## config.mk

```make
export PLATFORM = sky130hd
export DESIGN_NAME = aij_converter_flat
export DESIGN_NICKNAME = d
export VERILOG_FILES = /design/src/logic/aij_pkg.sv /design/src/logic/aij_if.sv /design/src/logic/aij_converter.sv /design/src/flat_wrapper.sv
export VERILOG_INCLUDE_DIRS = /design/src /design/src/logic
export SDC_FILE = /design/constraint.sdc
export NUM_CORES = 1
export LEC_CHECK = 0
export ABC_AREA = 1
export BUFFER_PORTS_ARGS = -buffer_cell sky130_fd_sc_hd__buf_2
export CORE_MARGIN = 2
export CORE_UTILIZATION = 51
export CTS_BUF_LIST = sky130_fd_sc_hd__clkbuf_4 sky130_fd_sc_hd__clkbuf_8
export DETAILED_ROUTE_END_ITERATION = 12
export GPL_TIMING_DRIVEN = 0
export PLACE_DENSITY = 0.75
export SLEW_MARGIN = 20
export SYNTH_ARGS = -nofsm -noshare
export SYNTH_HDL_FRONTEND = slang
export SYNTH_SLANG_ARGS = --single-unit
```

## constraint.sdc

```tcl
create_clock -name clk -period 1.5 [get_ports clk]
set_clock_uncertainty 0.05 [all_clocks]
set_input_delay 0.15 -clock clk [delete_from_list [all_inputs] [get_ports clk]]
set_output_delay 0.15 -clock clk [all_outputs]
set_load 0.005 [all_outputs]
```

## src/logic/aij_regs.svh

```systemverilog
// Constants for the converter injection result path
`ifndef AIJ_REGS_SVH
`define AIJ_REGS_SVH
`define AIJ_DATA_W 10
`define AIJ_CHAN_W 5
`define AIJ_CONV_NS 3000
`define AIJ_CLK_NS 50
`define AIJ_CONV_CYC ((`AIJ_CONV_NS + `AIJ_CLK_NS - 1) / `AIJ_CLK_NS)
`define AIJ_CNT_W 8
`define AIJ_ZERO_DATA 10'h000
`define AIJ_ZERO_CHAN 5'h00
`endif

```

## src/logic/aij_pkg.sv

```systemverilog
// Types shared by both ends of the injection result path
`default_nettype none
`include "aij_regs.svh"
package aij_pkg;
  typedef logic [`AIJ_DATA_W-1:0] aij_data_t;
  typedef logic [`AIJ_CHAN_W-1:0] aij_chan_t;
  typedef enum logic [1:0] {AIJ_STD, AIJ_INJ} aij_kind_t;
endpackage : aij_pkg
`default_nettype wire

```

## src/logic/aij_if.sv

```systemverilog
// Link between the converter end and the result reader end
`timescale 1ns/1ps
`default_nettype none
interface aij_if;
  import aij_pkg::*;
  // Converter to reader
  aij_data_t inj_result;
  aij_data_t std_result;
  logic injection_done_irq;
  logic std_done;
  // Reader to converter
  logic inj_read;
  logic std_read;
  modport dev (output inj_result, output std_result, output injection_done_irq,
    output std_done, input inj_read, input std_read);
  modport rdr (input inj_result, input std_result, input injection_done_irq,
    input std_done, output inj_read, output std_read);
endinterface : aij_if
`default_nettype wire

```

## src/logic/aij_converter.sv

```systemverilog
// Converter end: injection control, holding register and result registers
// Functional notes
// - Injection works only in wait-for-read mode
// - Injection converts one channel, scan mode untouched
// - Finished injection loads result, raises done flag
// - Full holding register suspends next conversion
// - New injection result waits until previous read
// - Read moves held value, raises fresh irq
// - Hardware trigger from channel thirty one accepted
// - Reader may fetch via event transfer channel
// - Toggling wait mode off/on releases stall
// - Reader should read injected result twice
// - Reader must not block two pending injections
`timescale 1ns/1ps
`default_nettype none
`include "aij_regs.svh"
module aij_converter
(
  // Clock and reset
  input wire logic clk,
  input wire logic rstn,
  input wire logic clk_en,
  // Mode control
  input wire logic wait_read_mode,
  input wire logic scan_enable,
  input wire aij_pkg::aij_chan_t scan_chan,
  input wire aij_pkg::aij_chan_t inj_chan,
  // Injection requests
  input wire logic inj_sw_req,
  input wire logic capture_compare_channel_thirty_one,
  // Analog front end model input
  input wire aij_pkg::aij_data_t sample_in,
  // Status
  output logic busy,
  output logic injection_done_flag,
  output aij_pkg::aij_chan_t conv_chan,
  // Link
  aij_if.dev lnk
);
  import aij_pkg::*;

  // ------------------------------------------------------------
  // Trigger synchroniser
  // ------------------------------------------------------------
  logic [2:0] trig_q;
  logic trig_lvl_q;
  logic trig_rise;
  always_ff @(posedge clk or negedge rstn)
  begin
    if (!rstn)
    begin
      trig_q <= 3'h0;
      trig_lvl_q <= 1'b0;
    end
    else if (clk_en)
    begin
      trig_q <= {trig_q[1:0], capture_compare_channel_thirty_one};
      if (trig_q[1] == trig_q[2])
        trig_lvl_q <= trig_q[2];
    end
  end
  // A rising change counts once stages two and three agree
  assign trig_rise = (trig_q[1] == trig_q[2]) && trig_q[2] && !trig_lvl_q;

  // ------------------------------------------------------------
  // Request capture
  // ------------------------------------------------------------
  logic inj_pend_q;
  logic inj_req;
  logic mode_q;
  logic mode_rise;
  // Software and channel thirty one both request an injection
  assign inj_req = (inj_sw_req || trig_rise) && wait_read_mode;
  assign mode_rise = wait_read_mode && !mode_q;

  // ------------------------------------------------------------
  // Conversion sequencer
  // ------------------------------------------------------------
  typedef enum logic [1:0] {S_IDLE, S_CONV, S_DONE} aij_st_t;
  aij_st_t st_q;
  aij_st_t st_d;
  aij_kind_t kind_q;
  logic [`AIJ_CNT_W-1:0] cnt_q;
  logic cnt_end;
  logic hold_full_q;
  aij_kind_t hold_kind_q;
  aij_data_t hold_q;
  aij_data_t inj_res_q;
  aij_data_t std_res_q;
  logic inj_unread_q;
  logic std_unread_q;
  logic start_ok;
  logic do_inj;
  logic do_std;
  logic fin;
  logic fin_inj;
  logic fin_std;
  logic inj_slot_free;
  logic std_slot_free;
  logic to_hold;
  logic rd_inj;
  logic rd_std;
  logic release_hold;
  logic irq_d;

  assign cnt_end = (cnt_q == `AIJ_CNT_W'(`AIJ_CONV_CYC - 1));
  // Nothing starts while the holding register is occupied
  assign start_ok = (st_q == S_IDLE) && !hold_full_q;
  // Injection outranks scan but does not disturb scan settings
  assign do_inj = start_ok && (inj_pend_q || inj_req);
  assign do_std = start_ok && !do_inj && scan_enable;
  assign fin = (st_q == S_DONE);
  assign fin_inj = fin && (kind_q == AIJ_INJ);
  assign fin_std = fin && (kind_q == AIJ_STD);
  assign rd_inj = lnk.inj_read && clk_en;
  assign rd_std = lnk.std_read && clk_en;
  assign inj_slot_free = !inj_unread_q || rd_inj || !wait_read_mode;
  assign std_slot_free = !std_unread_q || rd_std || !wait_read_mode;
  // In wait-for-read mode, a result whose register is still unread goes to the holding register
  assign to_hold = (fin_inj && !inj_slot_free) || (fin_std && !std_slot_free);
  // A read of the right register or a wait-mode restart empties the hold
  assign release_hold = hold_full_q && (mode_rise
    || ((hold_kind_q == AIJ_INJ) && rd_inj) || ((hold_kind_q == AIJ_STD) && rd_std));
  assign irq_d = (fin_inj && !to_hold) || (release_hold && hold_kind_q == AIJ_INJ);

  always_comb
  begin
    st_d = st_q;
    case (st_q)
      S_IDLE: if (do_inj || do_std) st_d = S_CONV;
      S_CONV: if (cnt_end) st_d = S_DONE;
      S_DONE: st_d = S_IDLE;
      default: st_d = S_IDLE;
    endcase
  end

  // Sequencer state and per-conversion bookkeeping
  always_ff @(posedge clk or negedge rstn)
  begin
    if (!rstn)
    begin
      st_q <= S_IDLE;
      kind_q <= AIJ_STD;
      cnt_q <= '0;
      conv_chan <= `AIJ_ZERO_CHAN;
      inj_pend_q <= 1'b0;
      mode_q <= 1'b0;
    end
    else if (clk_en)
    begin
      st_q <= st_d;
      mode_q <= wait_read_mode;
      cnt_q <= (st_q == S_CONV) ? cnt_q + 1'b1 : '0;
      // A request seen while busy waits here; a newer one merges into it
      inj_pend_q <= (inj_pend_q || inj_req) && !do_inj;
      if (do_inj || do_std)
      begin
        kind_q <= do_inj ? AIJ_INJ : AIJ_STD;
        conv_chan <= do_inj ? inj_chan : scan_chan;
      end
    end
  end

  // ------------------------------------------------------------
  // Result and holding registers
  // ------------------------------------------------------------
  // Unread flags: the new result wins over a read in the same cycle
  always_ff @(posedge clk or negedge rstn)
  begin
    if (!rstn)
    begin
      hold_full_q <= 1'b0;
      hold_kind_q <= AIJ_STD;
      hold_q <= `AIJ_ZERO_DATA;
      inj_res_q <= `AIJ_ZERO_DATA;
      std_res_q <= `AIJ_ZERO_DATA;
      inj_unread_q <= 1'b0;
      std_unread_q <= 1'b0;
      injection_done_flag <= 1'b0;
    end
    else if (clk_en)
    begin
      if (to_hold)
      begin
        hold_full_q <= 1'b1;
        hold_kind_q <= kind_q;
        hold_q <= sample_in;
      end
      else if (release_hold)
        hold_full_q <= 1'b0;
      if (fin_inj && !to_hold)
        inj_res_q <= sample_in;
      else if (release_hold && hold_kind_q == AIJ_INJ)
        inj_res_q <= hold_q;
      if (fin_std && !to_hold)
        std_res_q <= sample_in;
      else if (release_hold && hold_kind_q == AIJ_STD)
        std_res_q <= hold_q;
      inj_unread_q <= irq_d || (inj_unread_q && !rd_inj);
      std_unread_q <= (fin_std && !to_hold) || (release_hold && hold_kind_q == AIJ_STD)
        || (std_unread_q && !rd_std);
      injection_done_flag <= irq_d || (injection_done_flag && !rd_inj);
    end
  end

  // ------------------------------------------------------------
  // Link outputs
  // ------------------------------------------------------------
  logic irq_q;
  logic std_done_q;
  always_ff @(posedge clk or negedge rstn)
  begin
    if (!rstn)
    begin
      irq_q <= 1'b0;
      std_done_q <= 1'b0;
    end
    else if (clk_en)
    begin
      irq_q <= irq_d;
      std_done_q <= (fin_std && !to_hold) || (release_hold && hold_kind_q == AIJ_STD);
    end
  end
  assign lnk.injection_done_irq = irq_q && clk_en;
  assign lnk.std_done = std_done_q && clk_en;
  assign lnk.inj_result = inj_res_q;
  assign lnk.std_result = std_res_q;
  assign busy = (st_q != S_IDLE) || hold_full_q;
endmodule : aij_converter
`default_nettype wire

```

## src/flat_wrapper.sv

```systemverilog
// flat-port wrapper written by rule: the top's interface ports become plain ports
module aij_converter_flat import aij_pkg::*;
  (clk, rstn, clk_en, wait_read_mode, scan_enable, scan_chan, inj_chan, inj_sw_req, capture_compare_channel_thirty_one, sample_in, busy, injection_done_flag, conv_chan, lnk_inj_result, lnk_std_result, lnk_injection_done_irq, lnk_std_done, lnk_inj_read, lnk_std_read);
  aij_if lnk_i ();
  input wire logic clk;
  input wire logic rstn;
  input wire logic clk_en;
  input wire logic wait_read_mode;
  input wire logic scan_enable;
  input wire aij_pkg::aij_chan_t scan_chan;
  input wire aij_pkg::aij_chan_t inj_chan;
  input wire logic inj_sw_req;
  input wire logic capture_compare_channel_thirty_one;
  input wire aij_pkg::aij_data_t sample_in;
  output logic busy;
  output logic injection_done_flag;
  output aij_pkg::aij_chan_t conv_chan;
  output wire logic [$bits(lnk_i.inj_result)-1:0] lnk_inj_result;
  output wire logic [$bits(lnk_i.std_result)-1:0] lnk_std_result;
  output wire logic [$bits(lnk_i.injection_done_irq)-1:0] lnk_injection_done_irq;
  output wire logic [$bits(lnk_i.std_done)-1:0] lnk_std_done;
  input wire logic [$bits(lnk_i.inj_read)-1:0] lnk_inj_read;
  input wire logic [$bits(lnk_i.std_read)-1:0] lnk_std_read;
  assign lnk_inj_result = lnk_i.inj_result;
  assign lnk_std_result = lnk_i.std_result;
  assign lnk_injection_done_irq = lnk_i.injection_done_irq;
  assign lnk_std_done = lnk_i.std_done;
  assign lnk_i.inj_read = lnk_inj_read;
  assign lnk_i.std_read = lnk_std_read;
  aij_converter u_core (.clk(clk), .rstn(rstn), .clk_en(clk_en), .wait_read_mode(wait_read_mode), .scan_enable(scan_enable), .scan_chan(scan_chan), .inj_chan(inj_chan), .inj_sw_req(inj_sw_req), .capture_compare_channel_thirty_one(capture_compare_channel_thirty_one), .sample_in(sample_in), .busy(busy), .injection_done_flag(injection_done_flag), .conv_chan(conv_chan), .lnk(lnk_i));
endmodule
```

==> results list <==
- In this run the core area contains 27 standard-cell rows.
- Ant diodes: 0
- Global-route wire length before repair: 11600 um
- The final layout contains around 490 nets.
- Largest fanout on the critical path: 6
- Of the total synthesized cell area, the portion taken by full adders, half adders and majority gates is 0.00859.
* Clock tree from TritonCTS: yes
- The final layout contains routed wiring with a total length of 7320 um.
- In this run the number of cells on the critical path is 7.
- CTS placed an instance of sky130_fd_sc_hd__clkbuf_8 at the clock tree root.
- The number of global-route vias before repair is 2539.
- By area, the combinational part of the netlist is dominated by simple AND/OR/NAND/NOR gates.
- Top-area cell type share of the netlist area: 0.507
- Total power density per cell area: 1180 nW/um^2
* CORE AREA: ~5500 um^2
* Max incr delay on CP: roughly 460 ps
- Starting utilization of the core area: 0.529
- The design draws roughly 0.0045 W.
- The initial antenna violation count is 0.
* Residual overflow from global routing: 0
* Share of the synthesized area in compound gates (AO/OA/AOI/OAI): 0.0588
* Netlist area before placement: between 2000 and 3000 um^2
* Die Span X: approximately 80 um
- The clock drives slightly below 60 sinks.
- The worst register-to-register path ends at u_core.hold_kind_q[0].
- The die covers 6330 um^2.
- Async set-reset flop share out of synthesis: 1.00
* Gr usage total: 0.238
- In this run the worst hold path is classified as input port to register.
* Peak supply drop: roughly 0.00068 V
- CP max-delay cell: sky130_fd_sc_hd__dfrtp_2
- Unrepaired setup endpoints after global routing: true
* Number of I/O pins: 58
* Proportion of synthesized chip area in sequential cells: 0.507
- Per-cell via count in the routed design: between 5 and 6
- Arrival time reported for the critical path endpoint: around 1700 ps
- In the synthesized netlist, the number of instances is 381.
- Total number of H-tree levels: 3
- The tool flagged a number of max-cap violations equal to 0.
- Reg2Reg Depth: 7
- Across all layers, the routed design uses approximately 2700 vias.
* Number of detailed-route iterations in the first pass: 4
- The number of nets in the synthesized netlist is between 400 and 500.
- Cell family with most CP delay: simple AND/OR/NAND/NOR gates
* Number of cells in the finished layout apart from fillers: ~540
- Worst Path Required: approximately 1700 ps
- Leakage: 2.17 nW
- The later pin in the worst-skew pair is clocked with a latency of ~340 ps.
* Yosys top cell by area: sky130_fd_sc_hd__dfrtp_1
- Clock tree synthesis inserted a total of 9 buffers.
- No sink is reached through more buffers than the 2 on the longest clock path.
* Start point of the critical path: u_core.st_q[0]
- Area overhead of the layout relative to synthesis: 30.8%
- Main flop type after synthesis: sky130_fd_sc_hd__dfrtp_1
- CP startpoint kind: register
- Of the total synthesized cell area, the portion taken by AND, OR, NAND and NOR gates is 0.354.
- STA classifies the critical path endpoint as a register.
- Counting both buffers and inverters, the worst setup path holds a total of 1.
- Detail Placement HPWL: 4730 um
- Synthesis instantiated 25 different standard cells from the library.
- FF+latch count, synth: just under 60
- The number of hold-slack violations in the final timing report came to 0.
* Count of unresolved DRC violations after routing: 0
- Clock transition time at the flip-flop clock pins of the worst setup and hold paths: approximately 70 ps
- Mux share of post-synthesis cell area: 0
- The worst register-to-register path begins at u_core.st_q[0].
- Detail-routed net length per standard cell: between 10 and 15 um
- Failing checks: negative setup slack
- Proportion of layout cells with a drive suffix above 1: 0.313
- After layout, the minimum clock period comes to between 1500 and 2000 ps.
- Cells taking the most area after synthesis: sky130_fd_sc_hd__dfrtp_1, sky130_fd_sc_hd__nand2_1, sky130_fd_sc_hd__nand4_1
* Number of enable-type register cells in the synthesized netlist: 0
- Min setup slack post-route: -13.4 ps
- Setup slack, reg-to-reg: -10 ps
- At the end of routability-driven placement, the weighted congestion stood at a little under 0.9.
- Measured along the y axis, the die boundary spans a little under 80 um.
- Yosys instantiated no cell more often than sky130_fd_sc_hd__nand2_1.
- The detailed router finished its first iteration with approximately 350 violations.
- Entering global routing, the biggest net connects 60 pins.
- Post-synthesis xor/xnor area fraction: 0.00301
- Cell-by-cell listing of the critical path: nor3_2, nand2_1, nand2_2, nand3_4, clkbuf_16, nand2_4, o21ai_1
- Mean Syn Cell Area: 7.65 um^2
- In this run the tightest slew margin relative to its limit is 0.510.
* Final clock period utilization by the worst path: 1.01
* Top post-synthesis cells by count: sky130_fd_sc_hd__nand2_1, sky130_fd_sc_hd__dfrtp_1, sky130_fd_sc_hd__inv_1
- Final setup violating endpoints: 2
* Fmax: between 600 and 700 MHz
* Synth Warn #: 0
* Run status: finished, violations left
* Placed Cells: 510
- Number of fill cells in the layout: 425
- For the pin with the worst max-slew slack, the measured transition is 735 ps.
- Remaining antenna violation count: 0
- The worst setup path is of the register to register kind.
- Fin. max-slew vios: 0
* Worst setup path endpoint: u_core.hold_kind_q[0]
- Port Buf Inserts: between 50 and 60
## area by class of cell
| type | instances | area, um^2 | share of cell area |
|---|---|---|---|
| plain buffers | 14 | 108 | 0.0282 |
| inverters | 33 | 129 | 0.0338 |
| well taps | 72 | 90.1 | 0.0236 |
| multi-input cells | 276 | 1380 | 0.362 |
| repair buffers | 68 | 397 | 0.104 |
| clock buffers | 12 | 159 | 0.0417 |
| clock inverters | 4 | 72.6 | 0.0190 |
| flip-flops and latches | 59 | 1480 | 0.388 |
## flip-flops by register name, summed over array words and instances, names as in the netlist, 2 cells and up
register,flops
u_core.hold_q,10
u_core.trig_q,3
u_core.lnk.inj_result,10
u_core.st_q,2
u_core.cnt_q,8
u_core.conv_chan,5
u_core.lnk.std_result,10
## kinds of logic after synthesis
kind of cell / after synthesis
buffers and inverters: 47
flip-flops: 59
AND/OR/NAND/NOR: 243
adder cells (fa/ha/maj): 2
AO/OA/AOI/OAI: 29
XOR/XNOR: 1
## stage by stage
step                worst slack, ps  instance area, um^2  hold slack (ps)   util  setup TNS [ps]
global route                   -109                 3810             12.5  0.692           -1270
CTS                            1.63                 3590             10.4  0.651               0
finish                        -13.4                 3810             10.8  0.692           -22.1
global placement               -165                 3290              314  0.597            -943
floorplan                      63.4                 2910             -196      -               0
detailed placement             -196                 3290              213  0.598           -1280
## layer usage
layer	global-route usage	part of all wire	up-vias
met4	0.110	0.020	0
li1	-	-	1378
met1	0.334	0.44	1258
met3	0.0554	0.069	13
met5	0	0	-
met2	0.350	0.47	96
## worst min path at each step
stage | slack [ps] | from | end | cells past startpoint
finish | 10 | sample_in[8] | u_core.hold_q[8] | 3
floorplan | -200 | rstn | u_core.cnt_q[0] | 0
CTS | 10 | sample_in[8] | u_core.hold_q[8] | 3
global placement | 310 | capture_compare_channel_thirty_one | u_core.trig_q[0] | 3
global route | 10 | sample_in[8] | u_core.hold_q[8] | 3
detailed placement | 210 | rstn | u_core.trig_lvl_q | 1
## cells in the final DEF, fill, tap and decap left out, types with 7 or more instances in the layout
master / synthesis / routed
sky130_fd_sc_hd__buf_4: 0 / 8
sky130_fd_sc_hd__dfrtp_1: 59 / 58
sky130_fd_sc_hd__o21ai_0: 9 / 9
sky130_fd_sc_hd__o21ai_1: 11 / 7
sky130_fd_sc_hd__inv_2: 4 / 8
sky130_fd_sc_hd__clkbuf_8: 0 / 11
sky130_fd_sc_hd__inv_1: 29 / 24
sky130_fd_sc_hd__buf_2: 8 / 59
sky130_fd_sc_hd__nand2_2: 3 / 19
sky130_fd_sc_hd__nor2_1: 12 / 9
sky130_fd_sc_hd__nand3_1: 15 / 15
sky130_fd_sc_hd__nand4_1: 21 / 21
sky130_fd_sc_hd__nand2_1: 180 / 160
## power by group
group	switching, W	internal [W]
sequential	0.000145	0.00177
clock	0.000614	0.00104
combinational	0.000566	0.000377
## timing repair
action / CTS / global route
resized for setup: 8 / 55
endpoints found under the setup margin: 23 / 41
cloned: 1 / 1
hold buffers: 2 / 0
hold endpoints to repair: 60 / 0
setup buffers: 1 / 7
pin swaps: 2 / 10
## worst min-delay path: cells and delay by family
family	cells	cell delay [ps]
AO/OA/AOI/OAI	1	60
buffers and inverters	2	160
Note: power is estimated with default switching activity, not from simulation.
